$ cat src/ufb_pkg.sv
// Constants for the fractional baud and frame format core.
// Assumes a 32-bit APB register bus with word-aligned registers.
package ufb_pkg;
    // ==========================================================
    // Register indices; byte address is four times the index
    localparam logic [7:0] IDX_DIV_LOW = 8'h04;
    localparam logic [7:0] IDX_DIV_MID = 8'h05;
    localparam logic [7:0] IDX_DIV_TOP = 8'h06;
    localparam logic [7:0] IDX_TXPAT_LOW = 8'h07;
    localparam logic [7:0] IDX_TXPAT_HIGH = 8'h08;
    localparam logic [7:0] IDX_RXPAT_LOW = 8'h09;
    localparam logic [7:0] IDX_RXPAT_HIGH = 8'h0a;
    localparam logic [7:0] IDX_FORMAT = 8'h0b;
    localparam logic [7:0] IDX_TX_DATA = 8'h20;
    localparam logic [7:0] IDX_RX_DATA = 8'h21;
    localparam logic [7:0] IDX_STATUS = 8'h22;
    localparam int ADDR_W = 8;
    localparam int BYTE_SHIFT = 2;
    // ==========================================================
    // Field positions and reset values
    localparam int FMT_STOP_BIT = 7;
    localparam int FMT_PAR_LSB = 4;
    localparam logic [3:0] DBITS_7 = 4'h7;
    localparam logic [3:0] DBITS_8 = 4'h8;
    localparam logic [3:0] DBITS_9 = 4'h9;
    localparam logic [2:0] PAR_NONE = 3'h0;
    localparam logic [2:0] PAR_ODD = 3'h1;
    localparam logic [2:0] PAR_EVEN = 3'h2;
    localparam logic [2:0] PAR_MARK = 3'h3;
    localparam logic [2:0] PAR_SPACE = 3'h4;
    localparam logic [7:0] RST_BYTE = 8'h00;
    localparam int ST_TX_BUSY = 0;
    localparam int ST_RX_VALID = 1;
    localparam int ST_PAR_ERR = 2;
    localparam int ST_FRM_ERR = 3;
    // ==========================================================
    // Serial state, Gray coded along the normal path
    typedef enum logic [2:0] {
        SER_IDLE = 3'h0,
        SER_START = 3'h1,
        SER_DATA = 3'h3,
        SER_PARITY = 3'h2,
        SER_STOP = 3'h6,
        SER_STOP2 = 3'h7
    } ufb_ser_t;
endpackage

$ cat src/ufb_core.sv
// One UART channel: baud settings, frame format, shifters.
// Assumes an APB master on CORE_CLK and an asynchronous RXD line.
//
// Decided for this implementation: the APB register port and the placing of the registers.
`timescale 1ns/1ps
`default_nettype none
module ufb_core import ufb_pkg::*; (
    input wire logic CORE_CLK,
    input wire logic RESETN,
    input wire logic CE,
    input wire logic PSEL,
    input wire logic PENABLE,
    input wire logic PWRITE,
    input wire logic [31:0] PADDR,
    input wire logic [31:0] PWDATA,
    output logic [31:0] PRDATA,
    output logic PREADY,
    output logic PSLVERR,
    input wire logic RXD,
    output logic TXD
);
    logic [18:0] div_r;
    logic [15:0] txpat_r;
    logic [15:0] rxpat_r;
    logic [7:0] fmt_r;
    logic [31:0] rdata_nxt;
    logic hit_nxt;
    logic [7:0] idx;
    logic setup;
    logic acc;
    logic wr;
    logic rd;
    // ==========================================================
    // APB decode; no wait state, read data comes from a flop loaded in the setup cycle
    assign idx = PADDR[ADDR_W+BYTE_SHIFT-1:BYTE_SHIFT];
    assign setup = PSEL && !PENABLE;
    assign acc = PSEL && PENABLE && PREADY;
    assign wr = acc && PWRITE && !PSLVERR;
    assign rd = acc && !PWRITE && !PSLVERR;

    // ==========================================================
    // Frame format decode
    logic [3:0] dbits;
    logic [2:0] pmode;
    logic par_en;
    logic two_stop;
    // Reserved word-length codes fall back to eight bits
    assign dbits = (fmt_r[3:0] == DBITS_7 || fmt_r[3:0] == DBITS_9) ? fmt_r[3:0] : DBITS_8;
    assign pmode = fmt_r[FMT_PAR_LSB+2:FMT_PAR_LSB];
    assign par_en = (pmode != PAR_NONE) && (pmode <= PAR_SPACE) && (dbits != DBITS_9);
    assign two_stop = fmt_r[FMT_STOP_BIT];

    function automatic logic par_of(input logic [8:0] d, input logic [3:0] n, input logic [2:0] m);
        logic [8:0] msk;
        logic x;
        msk = (n == DBITS_7) ? 9'h07f : 9'h0ff;
        x = ^(d & msk);
        case (m)
            PAR_ODD: par_of = ~x;
            PAR_EVEN: par_of = x;
            PAR_MARK: par_of = 1'b1;
            default: par_of = 1'b0;
        endcase
    endfunction

    // ==========================================================
    // Transmitter
    ufb_ser_t tx_st_r;
    logic [8:0] tx_sh_r;
    logic [3:0] tx_cnt_r;
    logic tx_par_r;
    logic tx_run_r;
    logic tx_tick;
    ufb_baud_gen u_tx_baud (
        .clk(CORE_CLK), .rst_n(RESETN), .ce(CE), .run(tx_run_r),
        .divisor(div_r), .pattern(txpat_r), .mid(), .tick(tx_tick)
    );
    logic tx_go;
    assign tx_go = wr && (idx == IDX_TX_DATA) && (tx_st_r == SER_IDLE);

    always_ff @(posedge CORE_CLK or negedge RESETN) begin
        if (!RESETN) begin
            tx_st_r <= SER_IDLE;
            tx_sh_r <= 9'h0;
            tx_cnt_r <= 4'h0;
            tx_par_r <= 1'b0;
            tx_run_r <= 1'b0;
            TXD <= 1'b1;
        end else if (CE) begin
            if (tx_go) begin
                tx_sh_r <= PWDATA[8:0];
                tx_par_r <= par_of(PWDATA[8:0], dbits, pmode);
                tx_st_r <= SER_START;
                tx_run_r <= 1'b1;
                TXD <= 1'b0;
            end else if (tx_tick) begin
                case (tx_st_r)
                    SER_START: begin
                        tx_st_r <= SER_DATA;
                        TXD <= tx_sh_r[0];
                        tx_sh_r <= tx_sh_r >> 1;
                        tx_cnt_r <= 4'h1;
                    end
                    SER_DATA: begin
                        if (tx_cnt_r == dbits) begin
                            tx_st_r <= par_en ? SER_PARITY : SER_STOP;
                            TXD <= par_en ? tx_par_r : 1'b1;
                        end else begin
                            TXD <= tx_sh_r[0];
                            tx_sh_r <= tx_sh_r >> 1;
                            tx_cnt_r <= tx_cnt_r + 4'h1;
                        end
                    end
                    SER_PARITY: begin
                        tx_st_r <= SER_STOP;
                        TXD <= 1'b1;
                    end
                    SER_STOP: begin
                        tx_st_r <= two_stop ? SER_STOP2 : SER_IDLE;
                        tx_run_r <= two_stop;
                    end
                    default: begin
                        tx_st_r <= SER_IDLE;
                        tx_run_r <= 1'b0;
                        TXD <= 1'b1;
                    end
                endcase
            end
        end
    end

    // ==========================================================
    // Receiver; samples each bit at its middle
    logic rxd_m_r;
    logic rxd_s_r;
    ufb_ser_t rx_st_r;
    logic [8:0] rx_sh_r;
    logic [3:0] rx_cnt_r;
    logic rx_run_r;
    logic [8:0] rx_data_r;
    logic rx_valid_r;
    logic perr_r;
    logic ferr_r;
    logic rx_mid;
    logic [8:0] rx_word;
    ufb_baud_gen u_rx_baud (
        .clk(CORE_CLK), .rst_n(RESETN), .ce(CE), .run(rx_run_r),
        .divisor(div_r), .pattern(rxpat_r), .mid(rx_mid), .tick()
    );
    assign rx_word = rx_sh_r >> (4'h9 - dbits);
    logic perr_set;
    logic ferr_set;
    logic rx_done;
    assign perr_set = rx_mid && (rx_st_r == SER_PARITY) && (rxd_s_r != par_of(rx_word, dbits, pmode));
    assign ferr_set = rx_mid && ((rx_st_r == SER_STOP) || (rx_st_r == SER_STOP2)) && !rxd_s_r;
    assign rx_done = rx_mid && (rx_st_r == SER_STOP);
    logic st_rd;
    assign st_rd = rd && (idx == IDX_STATUS);

    always_ff @(posedge CORE_CLK or negedge RESETN) begin
        if (!RESETN) begin
            rxd_m_r <= 1'b1;
            rxd_s_r <= 1'b1;
            rx_st_r <= SER_IDLE;
            rx_sh_r <= 9'h0;
            rx_cnt_r <= 4'h0;
            rx_run_r <= 1'b0;
            rx_data_r <= 9'h0;
            rx_valid_r <= 1'b0;
            perr_r <= 1'b0;
            ferr_r <= 1'b0;
        end else if (CE) begin
            rxd_m_r <= RXD;
            rxd_s_r <= rxd_m_r;
            // Set wins over the clearing read
            perr_r <= perr_set || (perr_r && !st_rd);
            ferr_r <= ferr_set || (ferr_r && !st_rd);
            rx_valid_r <= rx_done || (rx_valid_r && !(rd && idx == IDX_RX_DATA));
            if (rx_done) begin
                rx_data_r <= rx_word;
            end
            if (rx_st_r == SER_IDLE) begin
                if (!rxd_s_r) begin
                    rx_st_r <= SER_START;
                    rx_run_r <= 1'b1;
                end
            end else if (rx_mid) begin
                case (rx_st_r)
                    SER_START: begin
                        // Glitch shorter than half a bit is dropped
                        rx_st_r <= rxd_s_r ? SER_IDLE : SER_DATA;
                        rx_run_r <= !rxd_s_r;
                        rx_cnt_r <= 4'h0;
                    end
                    SER_DATA: begin
                        rx_sh_r <= {rxd_s_r, rx_sh_r[8:1]};
                        rx_cnt_r <= rx_cnt_r + 4'h1;
                        if (rx_cnt_r + 4'h1 == dbits) begin
                            rx_st_r <= par_en ? SER_PARITY : SER_STOP;
                        end
                    end
                    SER_PARITY: rx_st_r <= SER_STOP;
                    SER_STOP: begin
                        rx_st_r <= two_stop ? SER_STOP2 : SER_IDLE;
                        rx_run_r <= two_stop;
                    end
                    default: begin
                        rx_st_r <= SER_IDLE;
                        rx_run_r <= 1'b0;
                    end
                endcase
            end
        end
    end

    // ==========================================================
    // Register read mux
    always_comb begin
        rdata_nxt = 32'h0;
        hit_nxt = 1'b1;
        if (idx == IDX_DIV_LOW) begin
            rdata_nxt[7:0] = div_r[7:0];
        end else if (idx == IDX_DIV_MID) begin
            rdata_nxt[7:0] = div_r[15:8];
        end else if (idx == IDX_DIV_TOP) begin
            rdata_nxt[2:0] = div_r[18:16];
        end else if (idx == IDX_TXPAT_LOW) begin
            rdata_nxt[7:0] = txpat_r[7:0];
        end else if (idx == IDX_TXPAT_HIGH) begin
            rdata_nxt[7:0] = txpat_r[15:8];
        end else if (idx == IDX_RXPAT_LOW) begin
            rdata_nxt[7:0] = rxpat_r[7:0];
        end else if (idx == IDX_RXPAT_HIGH) begin
            rdata_nxt[7:0] = rxpat_r[15:8];
        end else if (idx == IDX_FORMAT) begin
            rdata_nxt[7:0] = fmt_r;
        end else if (idx == IDX_TX_DATA) begin
            rdata_nxt = 32'h0;
        end else if (idx == IDX_RX_DATA) begin
            rdata_nxt[8:0] = rx_data_r;
        end else if (idx == IDX_STATUS) begin
            rdata_nxt[ST_TX_BUSY] = (tx_st_r != SER_IDLE);
            rdata_nxt[ST_RX_VALID] = rx_valid_r;
            rdata_nxt[ST_PAR_ERR] = perr_r;
            rdata_nxt[ST_FRM_ERR] = ferr_r;
        end else begin
            hit_nxt = 1'b0;
        end
        if (PADDR[31:ADDR_W+BYTE_SHIFT] != 22'h0 || PADDR[BYTE_SHIFT-1:0] != 2'h0) begin
            hit_nxt = 1'b0;
        end
    end

    // ==========================================================
    // Bus response and configuration registers
    always_ff @(posedge CORE_CLK or negedge RESETN) begin
        if (!RESETN) begin
            PREADY <= 1'b0;
            PSLVERR <= 1'b0;
            PRDATA <= 32'h0;
            div_r <= 19'h0;
            txpat_r <= 16'h0;
            rxpat_r <= 16'h0;
            fmt_r <= RST_BYTE;
        end else if (CE) begin
            PREADY <= setup;
            PSLVERR <= setup && !hit_nxt;
            if (setup) begin
                PRDATA <= hit_nxt ? rdata_nxt : 32'h0;
            end
            if (wr) begin
                if (idx == IDX_DIV_LOW) begin
                    div_r[7:0] <= PWDATA[7:0];
                end else if (idx == IDX_DIV_MID) begin
                    div_r[15:8] <= PWDATA[7:0];
                end else if (idx == IDX_DIV_TOP) begin
                    div_r[18:16] <= PWDATA[2:0];
                end else if (idx == IDX_TXPAT_LOW) begin
                    txpat_r[7:0] <= PWDATA[7:0];
                end else if (idx == IDX_TXPAT_HIGH) begin
                    txpat_r[15:8] <= PWDATA[7:0];
                end else if (idx == IDX_RXPAT_LOW) begin
                    rxpat_r[7:0] <= PWDATA[7:0];
                end else if (idx == IDX_RXPAT_HIGH) begin
                    rxpat_r[15:8] <= PWDATA[7:0];
                end else if (idx == IDX_FORMAT) begin
                    fmt_r <= PWDATA[7:0];
                end
            end
        end
    end
endmodule // ufb_core
`default_nettype wire

$ cat src/ufb_baud_gen.sv
// Fractional bit-period timer.
// Assumes divisor and pattern are held steady while running.
`timescale 1ns/1ps
`default_nettype none
module ufb_baud_gen import ufb_pkg::*; (
    input wire logic clk,
    input wire logic rst_n,
    input wire logic ce,
    input wire logic run,
    input wire logic [18:0] divisor,
    input wire logic [15:0] pattern,
    output logic mid,
    output logic tick
);
    logic [19:0] cnt_r;
    logic [3:0] idx_r;
    logic [19:0] len_raw;
    logic [19:0] len;
    logic last;
    // ==========================================================
    // Period length: divisor plus one where pattern bit set
    assign len_raw = {1'b0, divisor} + {19'h0, pattern[idx_r]};
    // Zero divisor would stretch a bit to 2^20 cycles, until the 20-bit counter wraps
    assign len = (len_raw == 20'h0) ? 20'h1 : len_raw;
    assign last = (cnt_r == len - 20'h1);
    // Unregistered, else the first bit would run one cycle long
    assign tick = run && last;

    always_ff @(posedge clk or negedge rst_n) begin
        if (!rst_n) begin
            cnt_r <= 20'h0;
            idx_r <= 4'h0;
            mid <= 1'b0;
        end else if (ce) begin
            if (!run) begin
                cnt_r <= 20'h0;
                idx_r <= 4'h0;
                mid <= 1'b0;
            end else begin
                mid <= (cnt_r == {1'b0, len[19:1]});
                cnt_r <= last ? 20'h0 : cnt_r + 20'h1;
                idx_r <= last ? idx_r + 4'h1 : idx_r;
            end
        end
    end
endmodule // ufb_baud_gen
`default_nettype wire

$ cat config.mk
export PLATFORM = sky130hd
export DESIGN_NAME = ufb_core
export DESIGN_NICKNAME = d
export VERILOG_FILES = /design/src/ufb_pkg.sv /design/src/ufb_core.sv /design/src/ufb_baud_gen.sv
export SDC_FILE = /design/constraint.sdc
export NUM_CORES = 1
export LEC_CHECK = 0
export BUFFER_PORTS_ARGS = -buffer_cell sky130_fd_sc_hd__buf_2
export CAP_MARGIN = 20
export CORE_MARGIN = 2
export CORE_UTILIZATION = 45
export DETAILED_ROUTE_END_ITERATION = 10
export PLACE_DENSITY_LB_ADDON = 0.3
export SLEW_MARGIN = 40
export SYNTH_ARGS = -nofsm -noshare
export SYNTH_HDL_FRONTEND = slang
export SYNTH_SLANG_ARGS = --single-unit
$ cat constraint.sdc
create_clock -name CORE_CLK -period 10.4 [get_ports CORE_CLK]
set_input_delay 0.52 -clock CORE_CLK [delete_from_list [all_inputs] [get_ports CORE_CLK]]
set_output_delay 0.52 -clock CORE_CLK [all_outputs]
set_load 0.02 [all_outputs]
==> flow_summary_export.csv <==
group,metric,value,unit
status,status,"complete, no violations",
die,dieArea,29100,um2
logic_synthesis,synth_cell_types,87,
timing,grt_setup_unrepaired,"false",
worst_setup_path,critPathKind,"reg -> reg",
placed_design,pre_cts_ws,3.10,ns
power_and_ir_drop,cellLeakagePower,5.81,nW
timing,worstMarginPinSlew,0.793,ns
timing,drv_slew,0,
routing,wl,33.5,mm
routing,dr.pass1.iters,9,
logic_synthesis,synthTopCellsByCount,"nand2_1, dfrtp_1, nor2_1",
placed_design,dp_hpwl,24.6,mm
cts,ctsLongestPathBuffers,2,
final_layout,layout-drive-gt1-share,15.9,%
logic_synthesis,netlist_area,12500,um2
cts,htree_levels,4,
final_layout,nets,1492,
timing,finalHoldViolations,0,
worst_setup_path,end_kind,"flip-flop",
timing,final.setup.worst_slack,3.04,ns
logic_synthesis,synth_edf_count,0,
global_routing,grt_antenna_before_repair,0,
logic_synthesis,synth.top_cells.by_area,"dfrtp_1, mux2_2, xnor2_1",
die,fp.coreArea,27600,um2
logic_synthesis,yosysSeqAreaShare,33.9,%
routing,vias,10700,
logic_synthesis,ys_ff_latch,169,
cts,clk_pin_slew_worst_paths,0.08,ns
global_routing,grt_use_total,23.5,%
worst_setup_path,crit_fanout,18,
global_routing,grt_max_degree,74,
routing,via_per_inst,5.94,
die,die_height,171,um
cts,clock_latency,0.45,ns
cts,postCtsSetupRepairBufs,0,
routing,drtIter0Drc,1109,
die,start_util,45.4,%
final_layout,regArea,4230,um2
global_routing,grt-ovfl-total,0,
cts,ctsResizeCount,0,
routing,wire_per_inst,18.6,um
power_and_ir_drop,total_power,1.38,mW
power_and_ir_drop,p_per_area,102,nW/um2
cts,hold_buffers,1,
cts,cts_tree,"built",
final_layout,n_fill_cell,2621,
logic_synthesis,yosysTopAreaCell,"dfrtp_1",
worst_setup_path,worst_ep_arrival_time,7.68,ns
worst_setup_path,crit_required,10.73,ns
run,maxCapViolCount,0,
final_layout,multi_input_area,7720,um2
timing,timing.slew.headroom,45.8,%
worst_hold_path,hold_path.class,"in -> reg",
logic_synthesis,synth-main-ff-cell,"dfrtp_1",
logic_synthesis,avgSynthCellArea,8.91,um2
die,ios,106,
routing,drc,0,
timing,fin_skew,0.0147,ns
logic_synthesis,synthArstFlopShare,100,%
power_and_ir_drop,vdd_drop_max,0.000104,V
cts,cts-buffers-inserted,17,
global_routing,first_global_vias,9937,
logic_synthesis,postSynthCellCount,1404,
timing,setup_tns,0,ns
cts,cts.sinks,169,
logic_synthesis,synth.most_common_cell,"nand2_1",
timing,period_minus_slack,7.36,ns
die,die_w,171,um
timing,setup_viol,0,
placed_design,port_buffers,59,
cts,cts_root_buffer,"clkbuf_16",
routing,drtAntennaViolNets,0,
timing,period_share,70.8,%
logic_synthesis,synth_top_cell_area_share,33.2,%
global_routing,grt_pass1_wl,53.9,mm
final_layout,area_growth,8.26,%
timing,achievable-frequency,136,MHz
worst_setup_path,worstSetupStartpointType,"flip-flop",
logic_synthesis,yosysWarnings,0,
placed_design,gpl.final_weighted_congestion,0.916,
die,num_rows,61,
final_layout,diodes,0,
-- flip-flops by register name (all words and copies together), names as in the netlist, 8 cells and up --
register         count
rxpat_r             16
fmt_r                8
PRDATA               9
div_r               19
tx_sh_r              9
txpat_r             16
rx_data_r            9
rx_sh_r              9
u_tx_baud.cnt_r     20
u_rx_baud.cnt_r     20
-- routing by layer --
layer	vias up	part of all wire, %	global-route usage [%]
met5	-	0	0
met4	0	2.2	7.25
met3	61	5.1	3.45
met2	355	48	38.6
met1	5232	44	32.1
li1	5036	-	-
-- per-stage QoR --
step	instance area [um2]	instances	hold WS [ns]	utilization [%]
floorplan	12600	1426	0.224	-
global placement	12900	1766	0.442	46.8
detailed placement	12900	1766	0.453	46.9
CTS	13500	1799	0.298	49.1
global route	13500	1799	0.310	49.1
finish	13500	1799	0.305	49.1
-- layout make-up --
| cell class | count | share of cell area, % |
|---|---|---|
| multi-input cells | 1111 | 57.0 |
| flip-flops and latches | 169 | 31.3 |
| well taps | 378 | 3.49 |
| clock buffers | 17 | 3.14 |
| repair buffers | 68 | 2.80 |
| clock inverters | 15 | 1.15 |
| inverters | 41 | 1.14 |
-- placed cells by master, fill, tap and decap left out, types with 8 or more instances in the layout --
cell	instances
ha_1	13
nand4_1	22
nor2_1	106
and2_1	16
or3_1	15
buf_2	58
o21ai_0	63
a21oi_1	37
o21a_1	8
mux2i_1	33
nand2b_1	10
mux4_2	12
dfrtp_1	166
nor3_1	43
and3_1	21
nand2_1	167
xor2_1	53
a211o_1	8
xnor2_1	90
a211oi_1	8
a31oi_1	15
nand3_1	60
clkbuf_16	17
o22ai_1	10
conb_1	23
nor4_1	23
o211ai_1	16
or4_1	11
inv_1	40
o31ai_1	9
mux2_2	78
-- worst max-delay path: stages (launching register included) --
cell,delay (ns)
dfrtp_1,0.63
mux2i_1,0.15
a31o_2,0.26
a31oi_1,0.17
o21ai_0,0.10
nand2_1,0.11
ha_1,0.28
ha_1,0.32
nand4_1,0.22
nor4_1,0.58
mux2i_1,0.31
nand4_1,0.35
o41ai_2,0.62
inv_1,0.09
ha_1,0.25
or4b_2,0.20
o31ai_1,0.13
o21a_1,0.20
o211ai_1,0.20
a31oi_1,0.12
or4b_1,0.57
nor4_4,0.51
nand2_1,0.20
a21oi_1,0.30
buf_4,0.29
nor2_1,0.07
-- power breakdown --
group | internal, mW | total [mW] | switching (mW)
registers | 0.659 | 0.662 | 0.00253
logic | 0.0211 | 0.0766 | 0.0556
clock network | 0.321 | 0.638 | 0.317
-- kinds of logic after synthesis --
| family | Yosys count | share of synthesized area, % |
|---|---|---|
| buf+inv | 146 | 5.47 |
| fa+ha+maj | 13 | 1.30 |
| mux | 123 | 11.8 |
| xor+xnor | 150 | 11.2 |
| other cells | 1 | 0.0300 |
| compound gates | 256 | 14.3 |
| simple gates | 546 | 22.0 |
| flops | 169 | 33.9 |
-- path summary, 6_finish.rpt --
check	start	to	slack (ns)	depth (start not counted)
setup reg to reg	u_tx_baud.idx_r[0]$_DFFE_PN0P_	u_tx_baud.cnt_r[3]$_DFFE_PN0P_	3.04	25
hold / removal	PWDATA[8]	tx_sh_r[8]$_DFFE_PN0P_	0.31	3
hold reg to reg	PRDATA[4]$_DFFE_PN0P_	PRDATA[4]$_DFFE_PN0P_	0.47	2
min in group asynchronous	RESETN	u_rx_baud.cnt_r[15]$_DFFE_PN0P_	0.54	2
setup / recovery	u_tx_baud.idx_r[0]$_DFFE_PN0P_	u_tx_baud.cnt_r[3]$_DFFE_PN0P_	3.04	25
max in group asynchronous	RESETN	txpat_r[5]$_DFFE_PN0P_	8.31	4
Note: power is estimated with default switching activity, not from simulation.
